## config.mk

```make
export PLATFORM = sky130hd
export DESIGN_NAME = pmx_port_pin_mux
export DESIGN_NICKNAME = d
export VERILOG_FILES = /design/src/rtl/pmx_pkg.sv /design/src/rtl/pmx_port_pin_mux.sv
export SDC_FILE = /design/constraint.sdc
export NUM_CORES = 1
export LEC_CHECK = 0
export BUFFER_PORTS_ARGS = -buffer_cell sky130_fd_sc_hd__buf_2
export CAP_MARGIN = 20
export CORE_UTILIZATION = 49
export DETAILED_ROUTE_END_ITERATION = 6
export HOLD_SLACK_MARGIN = 0.03
export PLACE_DENSITY = 0.85
export SETUP_SLACK_MARGIN = 0.05
export SLEW_MARGIN = 20
export SYNTH_ARGS = -nofsm -noshare
export SYNTH_HDL_FRONTEND = slang
export SYNTH_SLANG_ARGS = --single-unit
export TNS_END_PERCENT = 20
```

## constraint.sdc

```tcl
create_clock -name pclk -period 1.8 [get_ports pclk]
set_input_delay 0.18 -clock pclk [delete_from_list [all_inputs] [get_ports pclk]]
set_output_delay 0.18 -clock pclk [all_outputs]
set_load 0.05 [all_outputs]
```

## src/rtl/pmx_pkg.sv

```systemverilog
// Package: register map, field layout and pad carriers of the port pin mux
package pmx_pkg;

  // ----------------------------------------------------------------
  // Register indices (byte address is four times the index)
  // ----------------------------------------------------------------
  localparam logic [9:0] PMX_IDX_T_DATA = 10'h000;
  localparam logic [9:0] PMX_IDX_T_INPUT = 10'h001;
  localparam logic [9:0] PMX_IDX_T_DIR = 10'h002;
  localparam logic [9:0] PMX_IDX_T_DRIVE = 10'h003;
  localparam logic [9:0] PMX_IDX_T_PULL_EN = 10'h004;
  localparam logic [9:0] PMX_IDX_T_PULL_POL = 10'h005;
  localparam logic [9:0] PMX_IDX_ROUTE = 10'h007;

  // ----------------------------------------------------------------
  // Field layout and reset values
  // ----------------------------------------------------------------
  localparam int PMX_PORT_W = 8;
  localparam int PMX_ROUTE_W = 5;
  localparam int PMX_PWM_N = 4;
  localparam int PMX_TIM_LO = 2;
  localparam logic [7:0] PMX_RST_BYTE = 8'h00;
  localparam logic [4:0] PMX_RST_ROUTE = 5'h00;

  // ----------------------------------------------------------------
  // Sampled pin vector layout
  // ----------------------------------------------------------------
  localparam int PMX_SY_T = 0;
  localparam int PMX_SY_S = 8;
  localparam int PMX_SY_M = 12;
  localparam int PMX_SY_P = 18;
  localparam int PMX_SY_J = 26;
  localparam int PMX_SY_W = 28;

  // ----------------------------------------------------------------
  // Carriers
  // ----------------------------------------------------------------
  typedef struct packed {
    logic [7:0] out;
    logic [7:0] oe;
  } pmx_pad8_s;

  typedef struct packed {
    logic [7:0] drive_reduce;
    logic [7:0] pull_en;
    logic [7:0] pull_up;
  } pmx_padcfg_s;

endpackage : pmx_pkg

```

## src/rtl/pmx_port_pin_mux.sv

```systemverilog
// Port pin function multiplexer with APB register access for port T
//
// The implementer's own choice: register access over APB.
module pmx_port_pin_mux
  import pmx_pkg::*;
#(
  parameter int ADDR_W = 12
)
(
  input wire logic pclk,
  input wire logic presetn,
  input wire logic psel,
  input wire logic penable,
  input wire logic pwrite,
  input wire logic [ADDR_W-1:0] paddr,
  input wire logic [31:0] pwdata,
  input wire logic [3:0] pstrb,
  output logic [31:0] prdata,
  output logic pready,
  output logic pslverr,
  input wire logic [3:0] pwm_out,
  input wire logic [3:0] pwm_ch_en,
  input wire logic [5:0] tim_out,
  input wire logic [5:0] tim_oc_en,
  output logic [5:0] tim_in,
  input wire logic sci_tx_en,
  input wire logic sci_tx_val,
  input wire logic sci_rx_en,
  output logic sci_rx_data,
  input wire logic spi_en,
  input wire logic [3:0] spi_out,
  input wire logic [3:0] spi_oe,
  output logic [3:0] spi_in,
  input wire logic can_en,
  input wire logic can_tx_line,
  output logic can_rx_line,
  input wire logic [3:0] gpio_s_out,
  input wire logic [3:0] gpio_s_dir,
  output logic [3:0] gpio_s_in,
  input wire logic [5:0] gpio_m_out,
  input wire logic [5:0] gpio_m_dir,
  output logic [5:0] gpio_m_in,
  input wire logic [7:0] gpio_p_out,
  input wire logic [7:0] gpio_p_dir,
  output logic [7:0] gpio_p_in,
  input wire logic [1:0] gpio_j_out,
  input wire logic [1:0] gpio_j_dir,
  output logic [1:0] gpio_j_in,
  input wire logic [7:0] port_t_pin_in,
  output pmx_pad8_s port_t_pin,
  output pmx_padcfg_s port_t_cfg,
  input wire logic [3:0] port_s_pin_in,
  output logic [3:0] port_s_pin_out,
  output logic [3:0] port_s_pin_oe,
  input wire logic [5:0] port_m_pin_in,
  output logic [5:0] port_m_pin_out,
  output logic [5:0] port_m_pin_oe,
  input wire logic [7:0] port_p_pin_in,
  output pmx_pad8_s port_p_pin,
  input wire logic [1:0] port_j_pin_in,
  output logic [1:0] port_j_pin_out,
  output logic [1:0] port_j_pin_oe
);

  // ----------------------------------------------------------------
  // Functions
  // ----------------------------------------------------------------
  // Accept a new level only where second and third stage agree
  function automatic logic [PMX_SY_W-1:0] sync_accept(
    input logic [PMX_SY_W-1:0] prev,
    input logic [PMX_SY_W-1:0] s2,
    input logic [PMX_SY_W-1:0] s3
  );
    sync_accept = (s2 & s3) | (prev & (s2 ^ s3));
  endfunction : sync_accept

  // Write a byte lane honouring its strobe
  function automatic logic [7:0] lane_write(
    input logic [7:0] cur,
    input logic [31:0] wdata,
    input logic strobe
  );
    lane_write = strobe ? wdata[7:0] : cur;
  endfunction : lane_write

  // ----------------------------------------------------------------
  // Declarations
  // ----------------------------------------------------------------
  logic [7:0] t_data_r, t_dir_r, t_drive_r, t_pull_en_r, t_pull_pol_r, t_lvl;
  logic [PMX_ROUTE_W-1:0] route_r;
  logic [PMX_SY_W-1:0] sy1_r, sy2_r, sy3_r, pin_lvl_r, raw_pins;
  logic [9:0] idx;
  logic idx_ok, wr_en, setup_ph;
  logic [31:0] prdata_r, rd_nxt;
  pmx_pad8_s t_nxt, p_nxt, t_pad_r, p_pad_r;
  logic [3:0] s_out_nxt, s_oe_nxt, s_out_r, s_oe_r;
  logic [5:0] m_out_nxt, m_oe_nxt, m_out_r, m_oe_r;
  logic [1:0] j_out_r, j_oe_r;

  // ----------------------------------------------------------------
  // APB decode
  // ----------------------------------------------------------------
  assign idx = paddr[11:2];
  assign setup_ph = psel && !penable;
  assign wr_en = psel && penable && pwrite;
  assign idx_ok = (idx == PMX_IDX_T_DATA) || (idx == PMX_IDX_T_INPUT)
    || (idx == PMX_IDX_T_DIR) || (idx == PMX_IDX_T_DRIVE)
    || (idx == PMX_IDX_T_PULL_EN) || (idx == PMX_IDX_T_PULL_POL)
    || (idx == PMX_IDX_ROUTE);
  assign pready = 1'b1;
  assign pslverr = psel && penable && !idx_ok;
  assign prdata = prdata_r;

  always_comb
  begin
    rd_nxt = 32'h0000_0000;
    unique case (idx)
      PMX_IDX_T_DATA: rd_nxt[7:0] = t_data_r;
      PMX_IDX_T_INPUT: rd_nxt[7:0] = t_lvl;
      PMX_IDX_T_DIR: rd_nxt[7:0] = t_dir_r;
      PMX_IDX_T_DRIVE: rd_nxt[7:0] = t_drive_r;
      PMX_IDX_T_PULL_EN: rd_nxt[7:0] = t_pull_en_r;
      PMX_IDX_T_PULL_POL: rd_nxt[7:0] = t_pull_pol_r;
      PMX_IDX_ROUTE: rd_nxt[PMX_ROUTE_W-1:0] = route_r;
      default: rd_nxt = 32'h0000_0000;
    endcase
  end

  // Read data captured in setup, held through the access phase
  always_ff @(posedge pclk or negedge presetn)
  begin
    if (!presetn)
      prdata_r <= 32'h0000_0000;
    else if (setup_ph)
      prdata_r <= rd_nxt;
  end

  // ----------------------------------------------------------------
  // Port T registers
  // ----------------------------------------------------------------
  always_ff @(posedge pclk or negedge presetn)
  begin
    if (!presetn)
    begin
      t_data_r <= PMX_RST_BYTE;
      t_dir_r <= PMX_RST_BYTE;
      t_drive_r <= PMX_RST_BYTE;
      t_pull_en_r <= PMX_RST_BYTE;
      t_pull_pol_r <= PMX_RST_BYTE;
    end
    else if (wr_en)
    begin
      unique case (idx)
        PMX_IDX_T_DATA: t_data_r <= lane_write(t_data_r, pwdata, pstrb[0]);
        PMX_IDX_T_DIR: t_dir_r <= lane_write(t_dir_r, pwdata, pstrb[0]);
        PMX_IDX_T_DRIVE: t_drive_r <= lane_write(t_drive_r, pwdata, pstrb[0]);
        PMX_IDX_T_PULL_EN: t_pull_en_r <= lane_write(t_pull_en_r, pwdata, pstrb[0]);
        PMX_IDX_T_PULL_POL: t_pull_pol_r <= lane_write(t_pull_pol_r, pwdata, pstrb[0]);
        default: t_data_r <= t_data_r;
      endcase
    end
  end

  // Route select, cleared at reset so no PWM reaches port T
  always_ff @(posedge pclk or negedge presetn)
  begin
    if (!presetn)
      route_r <= PMX_RST_ROUTE;
    else if (wr_en && idx == PMX_IDX_ROUTE && pstrb[0])
      route_r <= pwdata[PMX_ROUTE_W-1:0];
  end

  assign port_t_cfg.drive_reduce = t_drive_r;
  assign port_t_cfg.pull_en = t_pull_en_r;
  assign port_t_cfg.pull_up = t_pull_pol_r;

  // ----------------------------------------------------------------
  // Pin input synchroniser
  // ----------------------------------------------------------------
  assign raw_pins = {port_j_pin_in, port_p_pin_in, port_m_pin_in,
                     port_s_pin_in, port_t_pin_in};

  always_ff @(posedge pclk or negedge presetn)
  begin
    if (!presetn)
    begin
      sy1_r <= '0;
      sy2_r <= '0;
      sy3_r <= '0;
      pin_lvl_r <= '0;
    end
    else
    begin
      sy1_r <= raw_pins;
      sy2_r <= sy1_r;
      sy3_r <= sy2_r;
      pin_lvl_r <= sync_accept(pin_lvl_r, sy2_r, sy3_r);
    end
  end

  assign t_lvl = pin_lvl_r[PMX_SY_T +: 8];
  assign tim_in = t_lvl[7:PMX_TIM_LO];
  assign sci_rx_data = sci_rx_en ? pin_lvl_r[PMX_SY_S] : 1'b1;
  assign gpio_s_in = pin_lvl_r[PMX_SY_S +: 4];
  assign spi_in = spi_en ? pin_lvl_r[PMX_SY_M+2 +: 4] : 4'h0;
  assign can_rx_line = can_en ? pin_lvl_r[PMX_SY_M] : 1'b1;
  assign gpio_m_in = pin_lvl_r[PMX_SY_M +: 6];
  assign gpio_p_in = pin_lvl_r[PMX_SY_P +: 8];
  assign gpio_j_in = pin_lvl_r[PMX_SY_J +: 2];

  // ----------------------------------------------------------------
  // Output function select
  // ----------------------------------------------------------------
  always_comb
  begin
    t_nxt.out = t_data_r;
    t_nxt.oe = t_dir_r;
    p_nxt.out = gpio_p_out;
    p_nxt.oe = gpio_p_dir;
    for (int i = 7; i >= PMX_TIM_LO; i--)
    begin
      if (tim_oc_en[i-PMX_TIM_LO])
      begin
        t_nxt.out[i] = tim_out[i-PMX_TIM_LO];
        t_nxt.oe[i] = 1'b1;
      end
    end
    for (int i = 0; i < PMX_PWM_N; i++)
    begin
      if (route_r[i] && pwm_ch_en[i])
      begin
        t_nxt.out[i] = pwm_out[i];
        t_nxt.oe[i] = 1'b1;
      end
      if (pwm_ch_en[i])
      begin
        p_nxt.out[i] = pwm_out[i];
        p_nxt.oe[i] = 1'b1;
      end
    end
  end

  always_comb
  begin
    s_out_nxt = gpio_s_out;
    s_oe_nxt = gpio_s_dir;
    if (sci_tx_en)
    begin
      s_out_nxt[1] = sci_tx_val;
      s_oe_nxt[1] = 1'b1;
    end
    if (sci_rx_en)
    begin
      s_out_nxt[0] = 1'b0;
      s_oe_nxt[0] = 1'b0;
    end
  end

  always_comb
  begin
    m_out_nxt = gpio_m_out;
    m_oe_nxt = gpio_m_dir;
    if (spi_en)
    begin
      m_out_nxt[5:2] = spi_out;
      m_oe_nxt[5:2] = spi_oe;
    end
    if (can_en)
    begin
      m_out_nxt[1:0] = {can_tx_line, 1'b0};
      m_oe_nxt[1:0] = 2'b10;
    end
  end

  // ----------------------------------------------------------------
  // Pad output registers
  // ----------------------------------------------------------------
  always_ff @(posedge pclk or negedge presetn)
  begin
    if (!presetn)
    begin
      t_pad_r <= '0;
      p_pad_r <= '0;
      s_out_r <= '0;
      s_oe_r <= '0;
      m_out_r <= '0;
      m_oe_r <= '0;
      j_out_r <= '0;
      j_oe_r <= '0;
    end
    else
    begin
      t_pad_r <= t_nxt;
      p_pad_r <= p_nxt;
      s_out_r <= s_out_nxt;
      s_oe_r <= s_oe_nxt;
      m_out_r <= m_out_nxt;
      m_oe_r <= m_oe_nxt;
      j_out_r <= gpio_j_out;
      j_oe_r <= gpio_j_dir;
    end
  end

  assign port_t_pin = t_pad_r;
  assign port_p_pin = p_pad_r;
  assign port_s_pin_out = s_out_r;
  assign port_s_pin_oe = s_oe_r;
  assign port_m_pin_out = m_out_r;
  assign port_m_pin_oe = m_oe_r;
  assign port_j_pin_out = j_out_r;
  assign port_j_pin_oe = j_oe_r;
endmodule : pmx_port_pin_mux

```

==> key figures <==
Yosys
  – Post-synth top cells: dfrtp_1, mux2_2, buf_4, a21o_1, ha_1
  – Fraction of post-synthesis cell area in the top cell type by area: roughly two thirds
  – Cell Area, Synth: between 8000 and 9000 µm²
  – Syn Inst Count: ~520
  – Netlist cell types: 38
  – Register area share after synthesis: 67.91%
  – Top_reg_cell synth: dfrtp_1
  – Top post-synthesis cells by area: dfrtp_1, mux2_2, buf_4
  – Synth async-reset ratio: 100.0%
  – Post-synth EDFFs: 0
  – Most frequent cell after synthesis: dfrtp_1
  – Yosys warns: 0
  – Yosys reg bits: about 220
  – Yosys top cell by area: dfrtp_1
  – Syn Area/Cell: approximately 16 µm²

Floorplan
  – Starting Density: about half
  – Total die area: 17140 µm²
  – Core box area: approximately 16000 µm²
  – Die X: around 130 µm
  – Io pins: around 300
  – Row count: 46
  – Chip Height: 130.9 µm

STA
  – Slew Limit Fails: 0
  – Worst Slack Setup Final: about 270 ps
  – RSZ-0062 raised after global routing: false
  – Final setup viols: 0
  – Final Skew: around 11 ps
  – Fmax achieved: roughly 650 MHz
  – Final hold violations: 0
  – Fin Setup TNS: 0 ps
  – Minimum clock period: 1528 ps
  – Final period util: 84.91%

Critical path
  – CP Capture Type: flip-flop
  – Worst endpoint required time: about 2200 ps
  – Startpoint types: flip-flop
  – WS Path Type: flip-flop to flip-flop
  – Crit Path Max Fanout: 3
  – CP arrival: roughly 1900 ps

Place
  – Setup slack at placement: between 30 and 40 ps
  – DPL Wire Length: about 12000 µm
  – RD Place Congestion: 0.7661
  – IO buf count: around 250

Global routing
  – Global-route wire length before repair: roughly 30000 µm
  – Largest net degree at the start of global routing: 63
  – Number of global-route vias before repair: 5760
  – Initial antenna violation count: 0
  – GRT Util Overall: between 20% and 30%
  – Gr ovfl total: 0

Power and ir drop
  – Overall power: around 12000 µW
  – PwrDens: between 1000 and 1500 nW/µm²
  – Peak supply drop: between 0.9 and 1 mV
  – Static Leak: approximately 0.006 µW

Clocking
  – CTS hold repair buffers: 119
  – Clock sink total: ~220
  – Clock latency at the later pin of the worst-skew pair: 510 ps
  – CTS resizes: 0
  – Post-CTS Setup Bufs: 0
  – CTS root buf: clkbuf_16
  – Worst-path clk slew: ~60 ps
  – Maximum level of the CTS H-tree: 1
  – Inserted Clock Buffers: 23
  – CTS tree: built
  – CTS max path bufs: 3

Layout
  – Fillcell total: ~1000
  – Area of the multi-input gates: ~2200 µm²
  – Layout cells sized above 1: 43.73%
  – Nets: about 1100
  – Register area: around 5500 µm²
  – Area growth syn-to-layout: 40.28%

Drt
  – Vias per cell: between 4 and 5
  – Antenna Nets Post-Route: 0
  – DR WL/cell: 17.60 µm
  – Final wirelength: around 20000 µm
  – Initial drt markers: about 210
  – DR vias: ~5400
  – DR pass1 iterations: 6
  – DRC viols: 0

Worst hold path
  – Worst Hold Class: primary input to flip-flop

Status
  – Outcome: complete, no violations

Run
  – Max cap viols: 0
==> layout make-up <==
| cell class | count | area share, % |
|---|---|---|
| flip-flops and latches | 221 | 48.41 |
| repair buffers | 382 | 22.74 |
| multi-input cells | 255 | 19.53 |
| clock buffers | 34 | 6.100 |
| well taps | 216 | 2.366 |
| clock inverters | 7 | 0.7776 |
| inverters | 2 | 0.06571 |
| diodes | 1 | 0.02190 |
==> per-layer routing <==
| layer | global-route usage [%] | part of all wire (%) | up-vias |
|---|---|---|---|
| met3 | 5.537 | 6.6 | 52 |
| met1 | 26.37 | 37 | 2714 |
| met4 | 9.398 | 3.0 | 0 |
| met5 | 0 | 0 | - |
| met2 | 42.55 | 53 | 214 |
| li1 | - | - | 2463 |
==> logic make-up after synthesis <==
group	after synthesis	synth area share, %
AOI/OAI and AO/OA	53	4.594
adders and majority gates	28	4.302
buffers and inverters	65	5.761
DFF	221	67.91
muxes	82	12.17
other	2	0.09221
and+or+nand+nor	67	5.178
==> layout by cell type (no fill, tap or decap), types with 7 or more instances in the layout <==
cell type,netlist,routed
dfrtp_1,221,221
mux4_2,7,7
mux2i_1,9,9
buf_2,3,245
ha_1,28,28
buf_4,53,14
o21ai_0,7,7
or2_2,14,14
dlygate4sd3_1,0,119
clkbuf_8,0,8
mux2_2,66,66
conb_1,2,25
a21o_1,28,28
clkbuf_16,0,23
nand2_1,14,14
nor2_1,8,8
==> where the power goes <==
part	internal, µW	leakage, µW	switching [µW]	total (µW)
sequential	5210	0.00273	108	5310
clock	2960	0.000393	1860	4820
combinational	556	0.00285	1050	1610
total	8720	0.00597	3020	11700
==> worst max-delay path: stages, from the launching register on <==
cell and delay, ps:
dfrtp_1 400, mux4_2 480, or2_2 290, a32o_1 240
==> path summary, 6_finish.rpt <==
| kind | startpoint | endpoint | slack [ps] | cells past startpoint |
|---|---|---|---|---|
| max | t_drive_r[1] | prdata[1] | 270 | 3 |
| min | penable | prdata[6] | 140 | 4 |
| max reg2reg | t_drive_r[1] | prdata[1] | 270 | 3 |
| min reg2reg | sy1_r[4] | sy2_r[4] | 340 | 0 |
| max in group asynchronous | presetn | port_m_pin_oe[4] | 940 | 3 |
| min in group asynchronous | presetn | sy1_r[0] | 220 | 2 |
==> sequential cells by signal, summed over array words and instances (netlist names) <==
signal	cells
sy1_r	28
port_m_pin_out	6
sy3_r	28
t_pull_en_r	8
port_s_pin_out	4
port_m_pin_oe	6
pin_lvl_r	28
t_data_r	8
port_j_pin_oe	2
route_r	5
prdata	8
sy2_r	28
port_s_pin_oe	4
t_drive_r	8
port_p_pin	16
t_dir_r	8
port_t_pin	16
t_pull_pol_r	8
port_j_pin_out	2
==> metrics by stage <==
step | hold WS [ps] | utilization (%) | cell area, µm² | cells
floorplan | -115.6 | - | 8230 | 541
CTS | 117.8 | 71.13 | 11420 | 1117
detailed placement | 157.0 | 58.82 | 9445 | 957
global placement | 159.9 | 58.82 | 9445 | 957
global route | 150.2 | 71.13 | 11420 | 1117
finish | 137.1 | 71.15 | 11420 | 1118
Note: power is estimated with default switching activity, not from simulation.
